**config.mk**
```make
export PLATFORM = sky130hd
export DESIGN_NAME = pwm_unit
export DESIGN_NICKNAME = d
export VERILOG_FILES = /design/src/pwm_pkg.sv /design/src/pwm_unit.sv /design/src/pwm_prescaler.sv
export SDC_FILE = /design/constraint.sdc
export NUM_CORES = 1
export LEC_CHECK = 0
export BUFFER_PORTS_ARGS = -buffer_cell sky130_fd_sc_hd__buf_2
export CORE_ASPECT_RATIO = 1.2
export CORE_MARGIN = 4
export CORE_UTILIZATION = 44
export CTS_CLUSTER_DIAMETER = 100
export DETAILED_ROUTE_END_ITERATION = 12
export SLEW_MARGIN = 20
export SYNTH_ARGS = -nofsm -noshare
export SYNTH_HDL_FRONTEND = slang
export SYNTH_SLANG_ARGS = --single-unit
```
**constraint.sdc**
```tcl
create_clock -name clk_in -period 2.6 [get_ports clk_in]
set_clock_uncertainty 0.15 [all_clocks]
set_input_delay 0.52 -clock clk_in [delete_from_list [all_inputs] [get_ports clk_in]]
set_output_delay 0.52 -clock clk_in [all_outputs]
set_load 0.05 [all_outputs]
```
**src/pwm_pkg.sv**
```systemverilog
// constants and register map for the multi-channel pwm output block
package pwm_pkg;
  localparam int unsigned NCH = 8;
  // byte addresses (word index = address / 4)
  localparam logic [7:0] ADR_GATE     = 8'h00;
  localparam logic [7:0] ADR_PRESC    = 8'h04;
  localparam logic [7:0] ADR_START    = 8'h08;
  localparam logic [7:0] ADR_STOP     = 8'h0C;
  localparam logic [7:0] ADR_RUN      = 8'h10;
  localparam logic [7:0] ADR_OUTVAL   = 8'h14;
  localparam logic [7:0] ADR_OUTEN    = 8'h18;
  localparam logic [7:0] ADR_POL      = 8'h1C;
  localparam logic [7:0] ADR_ROLE     = 8'h20;
  localparam logic [7:0] ADR_PORT     = 8'h24;
  localparam logic [7:0] ADR_PORTMODE = 8'h28;
  localparam logic [7:0] ADR_IRQ      = 8'h2C;
  localparam logic [7:0] ADR_MODE0    = 8'h40;
  localparam logic [7:0] ADR_RELOAD0  = 8'h60;
  localparam logic [7:0] ADR_COUNT0   = 8'h80;
  // mode register fields
  localparam int unsigned MODE_CKSEL_BIT  = 15;
  localparam int unsigned MODE_LEADER_BIT = 11;
  localparam logic [15:0] MODE_RST        = 16'h0000;
  localparam logic [15:0] RELOAD_RST      = 16'hFFFF;
  localparam logic [7:0]  PORTMODE_RST    = 8'hFF;
  localparam logic [7:0]  LEADER_CAPABLE  = 8'h54;
  localparam logic [7:0]  SPLIT_CAPABLE   = 8'h0A;
  localparam logic [15:0] COUNT_ZERO      = 16'h0000;
  localparam int unsigned PRESC_W         = 4;
endpackage : pwm_pkg

```
**src/pwm_unit.sv**
```systemverilog
// timer unit with master interval channel and one-count pwm slaves
//
// Our own choices: the register addresses and the Wishbone register port.
`timescale 1ns/100ps
module pwm_unit
  import pwm_pkg::*;
(
  // clock and reset
  input  wire logic            clk_in,
  input  wire logic            nrst_in,
  // wishbone slave
  input  wire logic            wb_cyc_in,
  input  wire logic            wb_stb_in,
  input  wire logic            wb_we_in,
  input  wire logic [7:0]      wb_adr_in,
  input  wire logic [3:0]      wb_sel_in,
  input  wire logic [31:0]     wb_dat_in,
  output logic      [31:0]     wb_dat_out,
  output logic                 wb_ack_out,
  // wave pins
  output logic      [NCH-1:0]  slave_wave_pin_out,
  output logic      [NCH-1:0]  slave_wave_pin_oe_out,
  // interrupt events
  output logic      [NCH-1:0]  period_interrupt_out
);
  // ==========================================================
  // registers
  logic                 unit_clock_gate_q;
  logic [15:0]          prescaler_select_q;
  logic [NCH-1:0]       channel_running_flag_q;
  logic [NCH-1:0]       output_value_bits_q;
  logic [NCH-1:0]       output_enable_bits_q;
  logic [NCH-1:0]       output_polarity_bits_q;
  logic [NCH-1:0]       output_role_bits_q;
  logic [NCH-1:0]       port_latch_q;
  logic [NCH-1:0]       port_mode_q;
  logic [NCH-1:0]       irq_flag_q;
  logic [15:0]          mode_q     [NCH];
  logic [15:0]          reload_q   [NCH];
  logic [15:0]          counter_q  [NCH];
  logic [NCH-1:0]       trig_pend_q;
  logic [NCH-1:0]       tick_ch;
  logic [NCH-1:0]       zero_ev;
  logic [NCH-1:0]       wave_next;
  logic [NCH-1:0]       start_req;
  logic [NCH-1:0]       stop_req;
  logic                 tick_a;
  logic                 tick_b;
  logic                 wr;
  logic                 rd_go;
  logic [31:0]          rd_data;
  logic [15:0]          wmask;

  // ==========================================================
  // bus decode
  // one wait state: ack one cycle after the request is seen
  assign rd_go = wb_cyc_in && wb_stb_in && !wb_ack_out;
  assign wr    = rd_go && wb_we_in && unit_clock_gate_q;
  assign wmask = {{8{wb_sel_in[1]}}, {8{wb_sel_in[0]}}};
  assign start_req = (wr && wb_adr_in == ADR_START) ?
                     wb_dat_in[NCH-1:0] : '0;
  assign stop_req  = (wr && wb_adr_in == ADR_STOP) ?
                     wb_dat_in[NCH-1:0] : '0;

  always_comb begin
    rd_data = 32'h0000_0000;
    unique case (wb_adr_in)
      ADR_GATE:     rd_data[0]     = unit_clock_gate_q;
      ADR_PRESC:    rd_data[15:0]  = prescaler_select_q;
      ADR_RUN:      rd_data[7:0]   = channel_running_flag_q;
      ADR_OUTVAL:   rd_data[7:0]   = output_value_bits_q;
      ADR_OUTEN:    rd_data[7:0]   = output_enable_bits_q;
      ADR_POL:      rd_data[7:0]   = output_polarity_bits_q;
      ADR_ROLE:     rd_data[7:0]   = output_role_bits_q;
      ADR_PORT:     rd_data[7:0]   = port_latch_q;
      ADR_PORTMODE: rd_data[7:0]   = port_mode_q;
      ADR_IRQ:      rd_data[7:0]   = irq_flag_q;
      default: begin
        if (wb_adr_in[7:5] == ADR_MODE0[7:5])
          rd_data[15:0] = mode_q[wb_adr_in[4:2]];
        else if (wb_adr_in[7:5] == ADR_RELOAD0[7:5])
          rd_data[15:0] = reload_q[wb_adr_in[4:2]];
        else if (wb_adr_in[7:5] == ADR_COUNT0[7:5])
          rd_data[15:0] = counter_q[wb_adr_in[4:2]];
      end
    endcase
  end

  always_ff @(posedge clk_in or negedge nrst_in) begin
    if (!nrst_in) begin
      wb_ack_out <= 1'b0;
      wb_dat_out <= 32'h0000_0000;
    end else begin
      wb_ack_out <= rd_go;
      wb_dat_out <= rd_go ? rd_data : 32'h0000_0000;
    end
  end

  // ==========================================================
  // unit gate: always writable so the unit can be switched on
  always_ff @(posedge clk_in or negedge nrst_in) begin
    if (!nrst_in)
      unit_clock_gate_q <= 1'b0;
    else if (rd_go && wb_we_in && wb_adr_in == ADR_GATE && wb_sel_in[0])
      unit_clock_gate_q <= wb_dat_in[0];
  end

  // ==========================================================
  // plain control registers; all back to reset values while the unit is gated (port mode to all ones)
  always_ff @(posedge clk_in or negedge nrst_in) begin
    if (!nrst_in) begin
      prescaler_select_q     <= 16'h0000;
      output_enable_bits_q   <= '0;
      output_polarity_bits_q <= '0;
      output_role_bits_q     <= '0;
      port_latch_q           <= '0;
      port_mode_q            <= PORTMODE_RST;
    end else if (!unit_clock_gate_q) begin
      prescaler_select_q     <= 16'h0000;
      output_enable_bits_q   <= '0;
      output_polarity_bits_q <= '0;
      output_role_bits_q     <= '0;
      port_latch_q           <= '0;
      port_mode_q            <= PORTMODE_RST;
    end else if (wr && wb_sel_in[0]) begin
      unique case (wb_adr_in)
        ADR_PRESC:    prescaler_select_q[7:0] <= wb_dat_in[7:0];
        ADR_OUTEN:    output_enable_bits_q    <= wb_dat_in[7:0];
        ADR_POL:      output_polarity_bits_q  <= wb_dat_in[7:0];
        ADR_ROLE:     output_role_bits_q      <= wb_dat_in[7:0];
        ADR_PORT:     port_latch_q            <= wb_dat_in[7:0];
        ADR_PORTMODE: port_mode_q             <= wb_dat_in[7:0];
        default:      ;
      endcase
    end
  end

  // ==========================================================
  // count clock sources
  pwm_prescaler u_presc (
    .clk_in     (clk_in),
    .nrst_in    (nrst_in),
    .run_in     (unit_clock_gate_q),
    .sel_a_in   (prescaler_select_q[PRESC_W-1:0]),
    .sel_b_in   (prescaler_select_q[PRESC_W+3:4]),
    .tick_a_out (tick_a),
    .tick_b_out (tick_b)
  );

  // ==========================================================
  // per channel counters
  genvar g;
  generate
    for (g = 0; g < NCH; g++) begin : gen_ch
      logic leader_trig;
      // channel 0 is the leader; channels above 2 take channel 2 when its leader bit is set
      if (g == 0) begin : gen_l0
        assign leader_trig = 1'b0;
      end else begin : gen_ln
        assign leader_trig = (g > 2 && mode_q[2][MODE_LEADER_BIT]) ?
                             period_interrupt_out[2] :
                             period_interrupt_out[0];
      end
      assign tick_ch[g] = mode_q[g][MODE_CKSEL_BIT] ? tick_b : tick_a;
      // one event per period: on the step to zero, or on a zero load
      assign zero_ev[g] = tick_ch[g] && channel_running_flag_q[g] &&
                          (trig_pend_q[g] ? reload_q[g] == COUNT_ZERO :
                           counter_q[g] == 16'h0001);

      always_ff @(posedge clk_in or negedge nrst_in) begin
        if (!nrst_in)
          mode_q[g] <= MODE_RST;
        else if (!unit_clock_gate_q)
          mode_q[g] <= MODE_RST;
        else if (wr && wb_adr_in == ADR_MODE0 + 8'(4 * g))
          mode_q[g] <= (mode_q[g] & ~wmask) | (wb_dat_in[15:0] & wmask &
                       ~((LEADER_CAPABLE[g] || SPLIT_CAPABLE[g]) ? 16'h0000 :
                       16'h0800));
      end

      always_ff @(posedge clk_in or negedge nrst_in) begin
        if (!nrst_in)
          reload_q[g] <= RELOAD_RST;
        else if (!unit_clock_gate_q)
          reload_q[g] <= RELOAD_RST;
        else if (wr && wb_adr_in == ADR_RELOAD0 + 8'(4 * g))
          reload_q[g] <= (reload_q[g] & ~wmask) | (wb_dat_in[15:0] & wmask);
      end

      always_ff @(posedge clk_in or negedge nrst_in) begin
        if (!nrst_in)
          channel_running_flag_q[g] <= 1'b0;
        else if (!unit_clock_gate_q || stop_req[g])
          channel_running_flag_q[g] <= 1'b0;
        else if (start_req[g])
          channel_running_flag_q[g] <= 1'b1;
      end

      // leader: interval mode; follower: one-count mode
      always_ff @(posedge clk_in or negedge nrst_in) begin
        if (!nrst_in) begin
          counter_q[g]             <= RELOAD_RST;
          trig_pend_q[g]           <= 1'b0;
          period_interrupt_out[g]  <= 1'b0;
        end else if (!channel_running_flag_q[g]) begin
          counter_q[g]             <= reload_q[g];
          trig_pend_q[g]           <= 1'b0;
          period_interrupt_out[g]  <= 1'b0;
        end else begin
          period_interrupt_out[g]  <= 1'b0;
          if (!output_role_bits_q[g]) begin
            if (tick_ch[g]) begin
              if (counter_q[g] == COUNT_ZERO) begin
                counter_q[g]            <= reload_q[g];
                period_interrupt_out[g] <= 1'b1;
              end else
                counter_q[g] <= counter_q[g] - 16'h0001;
            end
          end else begin
            // trigger taken on the next count clock, one after the event
            if (tick_ch[g] && trig_pend_q[g]) begin
              counter_q[g]   <= reload_q[g];
              trig_pend_q[g] <= 1'b0;
            end else if (tick_ch[g] && counter_q[g] != COUNT_ZERO)
              counter_q[g] <= counter_q[g] - 16'h0001;
            if (leader_trig)
              trig_pend_q[g] <= 1'b1; // a fresh trigger is never lost
            if (zero_ev[g])
              period_interrupt_out[g] <= 1'b1;
          end
        end
      end

      // wave level: active on the first count clock after the trigger
      always_comb begin
        wave_next[g] = output_value_bits_q[g];
        if (output_enable_bits_q[g] && channel_running_flag_q[g] &&
            output_role_bits_q[g] && tick_ch[g]) begin
          if (trig_pend_q[g] && reload_q[g] != COUNT_ZERO)
            wave_next[g] = ~output_polarity_bits_q[g];
          else if (counter_q[g] == 16'h0001 || reload_q[g] == COUNT_ZERO)
            wave_next[g] = output_polarity_bits_q[g];
        end
      end

      always_ff @(posedge clk_in or negedge nrst_in) begin
        if (!nrst_in)
          output_value_bits_q[g] <= 1'b0;
        else if (!unit_clock_gate_q)
          output_value_bits_q[g] <= 1'b0;
        else if (wr && wb_adr_in == ADR_OUTVAL && wb_sel_in[0])
          output_value_bits_q[g] <= wb_dat_in[g];
        else if (output_role_bits_q[g])
          output_value_bits_q[g] <= wave_next[g];
        // leader value bit never moves by counting
      end

      always_ff @(posedge clk_in or negedge nrst_in) begin
        if (!nrst_in)
          irq_flag_q[g] <= 1'b0;
        else if (period_interrupt_out[g])
          irq_flag_q[g] <= 1'b1; // set wins over the clear
        else if (wr && wb_adr_in == ADR_IRQ && wb_dat_in[g])
          irq_flag_q[g] <= 1'b0;
      end

      // pin: hi-z until port mode is output, then drives value bit OR port latch
      always_ff @(posedge clk_in or negedge nrst_in) begin
        if (!nrst_in) begin
          slave_wave_pin_out[g]    <= 1'b0;
          slave_wave_pin_oe_out[g] <= 1'b0;
        end else begin
          slave_wave_pin_oe_out[g] <= !port_mode_q[g];
          slave_wave_pin_out[g]    <= output_value_bits_q[g] |
                                      port_latch_q[g];
        end
      end
    end
  endgenerate
endmodule : pwm_unit

```
**src/pwm_prescaler.sv**
```systemverilog
// prescaler: two count clock enables from the system clock
`timescale 1ns/100ps
module pwm_prescaler
  import pwm_pkg::*;
(
  // clock and reset
  input  wire logic               clk_in,
  input  wire logic               nrst_in,
  // control
  input  wire logic               run_in,
  input  wire logic [PRESC_W-1:0] sel_a_in,
  input  wire logic [PRESC_W-1:0] sel_b_in,
  // enables
  output logic                    tick_a_out,
  output logic                    tick_b_out
);
  logic [15:0] div_q;
  logic [15:0] div_d;
  logic [15:0] mask_a;
  logic [15:0] mask_b;

  assign div_d  = div_q + 16'h0001;
  assign mask_a = (16'h0001 << sel_a_in) - 16'h0001;
  assign mask_b = (16'h0001 << sel_b_in) - 16'h0001;

  // no count clock at all while the unit is gated
  always_ff @(posedge clk_in or negedge nrst_in) begin
    if (!nrst_in) begin
      div_q      <= 16'h0000;
      tick_a_out <= 1'b0;
      tick_b_out <= 1'b0;
    end else if (!run_in) begin
      div_q      <= 16'h0000;
      tick_a_out <= 1'b0;
      tick_b_out <= 1'b0;
    end else begin
      div_q      <= div_d;
      tick_a_out <= (div_q & mask_a) == mask_a;
      tick_b_out <= (div_q & mask_b) == mask_b;
    end
  end
endmodule : pwm_prescaler

```
==> impl_metrics.py <==
metrics = {
    "outcome": {
        "outcome": "complete, no violations",
    },
    "timing": {
        "period_minus_slack_ns": 2.52,
        "rsz0062_at_grt": "false",
        "max_slew_margin": 0.293,
        "drv_slew": 0,
        "fmax_ghz": 0.396,
        "fin_crit_sh": 0.971,
        "timing_hold_violations_final": 0,
        "setup-violations-final": 0,
        "tightest_slew_ns": 1.06,
    },
    "drt": {
        "drcViolationCount": 0,
        "post_drt_wl_per_cell_um": 26.9,
        "drt_iter0_drc": 2792,
        "drt_pass1_iterations": 5,
        "via_per_inst": 6.43,
        "antenna_left": 0,
        "finalWirelength_mm": 109,
        "num_vias": 26000,
    },
    "layout": {
        "multi_input_area_sq_um": 14600,
        "mostFrequentLayoutCell": "nand2_1",
        "syn_to_final_growth_pct": 17.2,
        "final_core_util": 0.520,
        "mostFrequentLayoutCells": "nand2_1, dfstp_2, dfrtp_1, a21oi_1, buf_4",
        "regArea_sq_um": 13400,
        "drive_above_1_share": 0.281,
        "nNetsFinal": 3236,
        "fillCellCount": 5767,
    },
    "setup_path": {
        "required_ns": 2.96,
        "crit_path_start": "wb_ack_out$_DFF_PN0_",
        "critPathKind": "reg -> reg",
        "worstSetupEndpointType": "register",
        "r2r_end": "output_value_bits_q[6]$_DFFE_PN0P_",
        "rrSetupSlack_ns": 0.08,
        "critPathLaunchType": "register",
        "cp_max_fo": 4,
        "worstReg2RegStart": "wb_ack_out$_DFF_PN0_",
        "r2r_cells": 8,
        "arrival_ns": 2.88,
    },
    "power_and_ir_drop": {
        "peakVddDrop_mv": 0.535,
        "p_comb_frac": 0.151,
        "p_int_w": 0.0149,
        "clkPwrFrac": 0.400,
        "power.switching_w": 0.00600,
        "powerDensity_nw_per_um2": 613,
        "total_power_w": 0.0209,
        "p_seq_frac": 0.450,
        "p_leak_nw": 14.0,
        "switching_share": 0.286,
    },
    "global_routing": {
        "overflow": 0,
        "grt_max_degree": 69,
        "grt_pass1_wl_mm": 163,
        "antenna_found_initial": 3,
        "grt_pass1_vias": 25400,
        "track_usage": 0.301,
    },
    "logic_synthesis": {
        "synth_area_leaders": "dfstp_2, dfrtp_1, mux4_2, a21oi_1, o21ai_0",
        "netlist.area_leader.share": 0.238,
        "synthesis.area_sq_um": 29200,
        "ys_types": 88,
        "synth_edf_count": 0,
        "synth-main-ff-cell": "dfstp_2",
        "synth_top_cell_by_area": "dfstp_2",
        "synth-seq-cells": 522,
        "synth-seq-area-share": 0.459,
        "synth_warnings": 0,
        "synth.avg_cell_area_sq_um": 9.84,
        "async_flop_share": 1.00,
        "synth_cells": 2965,
    },
    "floorplan": {
        "initial_utilization": 0.444,
        "ios": 106,
        "coreArea_sq_um": 65700,
        "die_x_um": 243,
        "die-area_sq_um": 70500,
        "die_h_um": 290,
        "rows": 103,
    },
    "clocking": {
        "clkTransAtPathRegs_ns": 0.06,
        "clk_latency_ns": 0.64,
        "htreeDepth": 2,
        "cts_buffers": 55,
        "numClockSinks": 522,
        "cts_root_buf": "clkbuf_16",
        "cts_tree": "built",
        "clock_path_buffers": 3,
    },
    "hold_path": {
        "hold_end": "mode_q[91]$_DFFE_PN0P_",
        "hp-class": "in -> reg",
        "holdPathStages": 3,
        "min_from": "wb_dat_in[11]",
    },
    "place": {
        "place.gp.congestion": 1.02,
        "dp_hpwl_mm": 80.9,
        "port_buffers": 71,
    },
    "run": {
        "cap_violations": 0,
    },
}
[power groups by stage]
stage	logic, W	registers, W	clock network [W]
after global placement	0.00303	0.00950	0
after floorplan	0.00185	0.00927	0
after CTS	0.00311	0.00939	0.00847
after global routing	0.00341	0.00946	0.00877
final	0.00315	0.00942	0.00837
after detailed placement	0.00310	0.00951	0
[sequential cells by signal, indices dropped and copies added (netlist names), 15 cells and up]
register       flops
counter_q        128
wb_dat_out        16
reload_q         128
mode_q           128
u_presc.div_q     15
[how the worst max path moves through the flow]
| stage | slack, ns | end |
|---|---|---|
| global route | 0.002 | mode_q[111]$_DFFE_PN0P_ |
| CTS | 0.0002 | counter_q[80]$_DFFE_PN1P_ |
| global placement | -0.12 | counter_q[47]$_DFFE_PN1P_ |
| finish | 0.08 | output_value_bits_q[6]$_DFFE_PN0P_ |
| detailed placement | -0.16 | counter_q[47]$_DFFE_PN1P_ |
| floorplan | 0.02 | wb_dat_out[10]$_DFF_PN0_ |
[logic make-up after synthesis]
group | Yosys count | synth area share
fa+ha+maj | 27 | 0.0116
simple gates | 989 | 0.162
other cells | 1 | 0.000129
buf+inv | 299 | 0.0438
mux | 207 | 0.120
flops | 522 | 0.459
xor+xnor | 15 | 0.00450
compound gates | 905 | 0.198
[final cells by class]
cell class,count,share of cell area
Antenna cell,1,0.0000732
Clock buffer,80,0.0471
Clock inverter,21,0.00823
Inverter,65,0.00721
Multi-Input combinational cell,2159,0.428
Sequential cell,522,0.392
Tap cell,840,0.0307
Timing Repair Buffer,357,0.0871
[cells in the mapped netlist, drive strengths merged, types with 5 or more instances]
library cell  number
buf               76
a41oi              7
xnor2              7
or3               10
a21o              14
o21ai            255
mux2              15
a22oi             22
clkbuf           158
and2               6
o2bb2ai          121
nor2b              6
or2               21
and3              19
ha                27
dfstp            264
o211ai            11
o31ai             10
o31a               5
nand2            296
a31oi             35
dfrtp            258
nor4              77
mux4             113
nand3b             6
o22a              17
a21oi            253
a22o              45
inv               64
or4                7
nor2             241
nand3            121
a2bb2oi            5
o22ai             25
nor3              82
xor2               8
nor3b             16
nand4             29
a211oi            23
nor4b              7
mux2i             79
nand2b            31
o21a              25
[layer usage]
layer  track usage  routed length [um]
met2         0.470               49400
met4         0.188                8330
met3        0.0530                8520
met5             0                  55
met1         0.390               42400
[worst max-delay path: stages, from the launching register on]
cell and delay [ns]:
dfrtp_2 0.36, nand3b_1 0.15, clkinv_1 0.14, and3_1 0.29
a31oi_1 0.72, buf_4 0.27, o211ai_1 0.10, o21ai_0 0.16
a31oi_1 0.06
[what timing repair did]
item / CTS / global route
resized for setup: 1 / 11
pin swaps: 1 / 2
endpoints found under the hold margin: 34 / 0
endpoints found under the setup margin: 4 / 58
buffers inserted: 0 / 2
hold buffers: 1 / 0
[through the flow]
| stage | std cells | hold WS, ns | setup TNS (ns) | area [sq um] | setup WS [ns] |
|---|---|---|---|---|---|
| after floorplan | 2980 | 0.0744 | 0 | 29200 | 0.0202 |
| after global placement | 3940 | 0.284 | -2.62 | 32200 | -0.123 |
| after detailed placement | 3940 | 0.286 | -3.08 | 32200 | -0.157 |
| after CTS | 4042 | 0.0560 | 0 | 34100 | 0.000248 |
| after global routing | 4045 | 0.0923 | 0 | 34200 | 0.00193 |
| final | 4045 | 0.0754 | 0 | 34200 | 0.0756 |
Note: power is estimated with default switching activity, not from simulation.
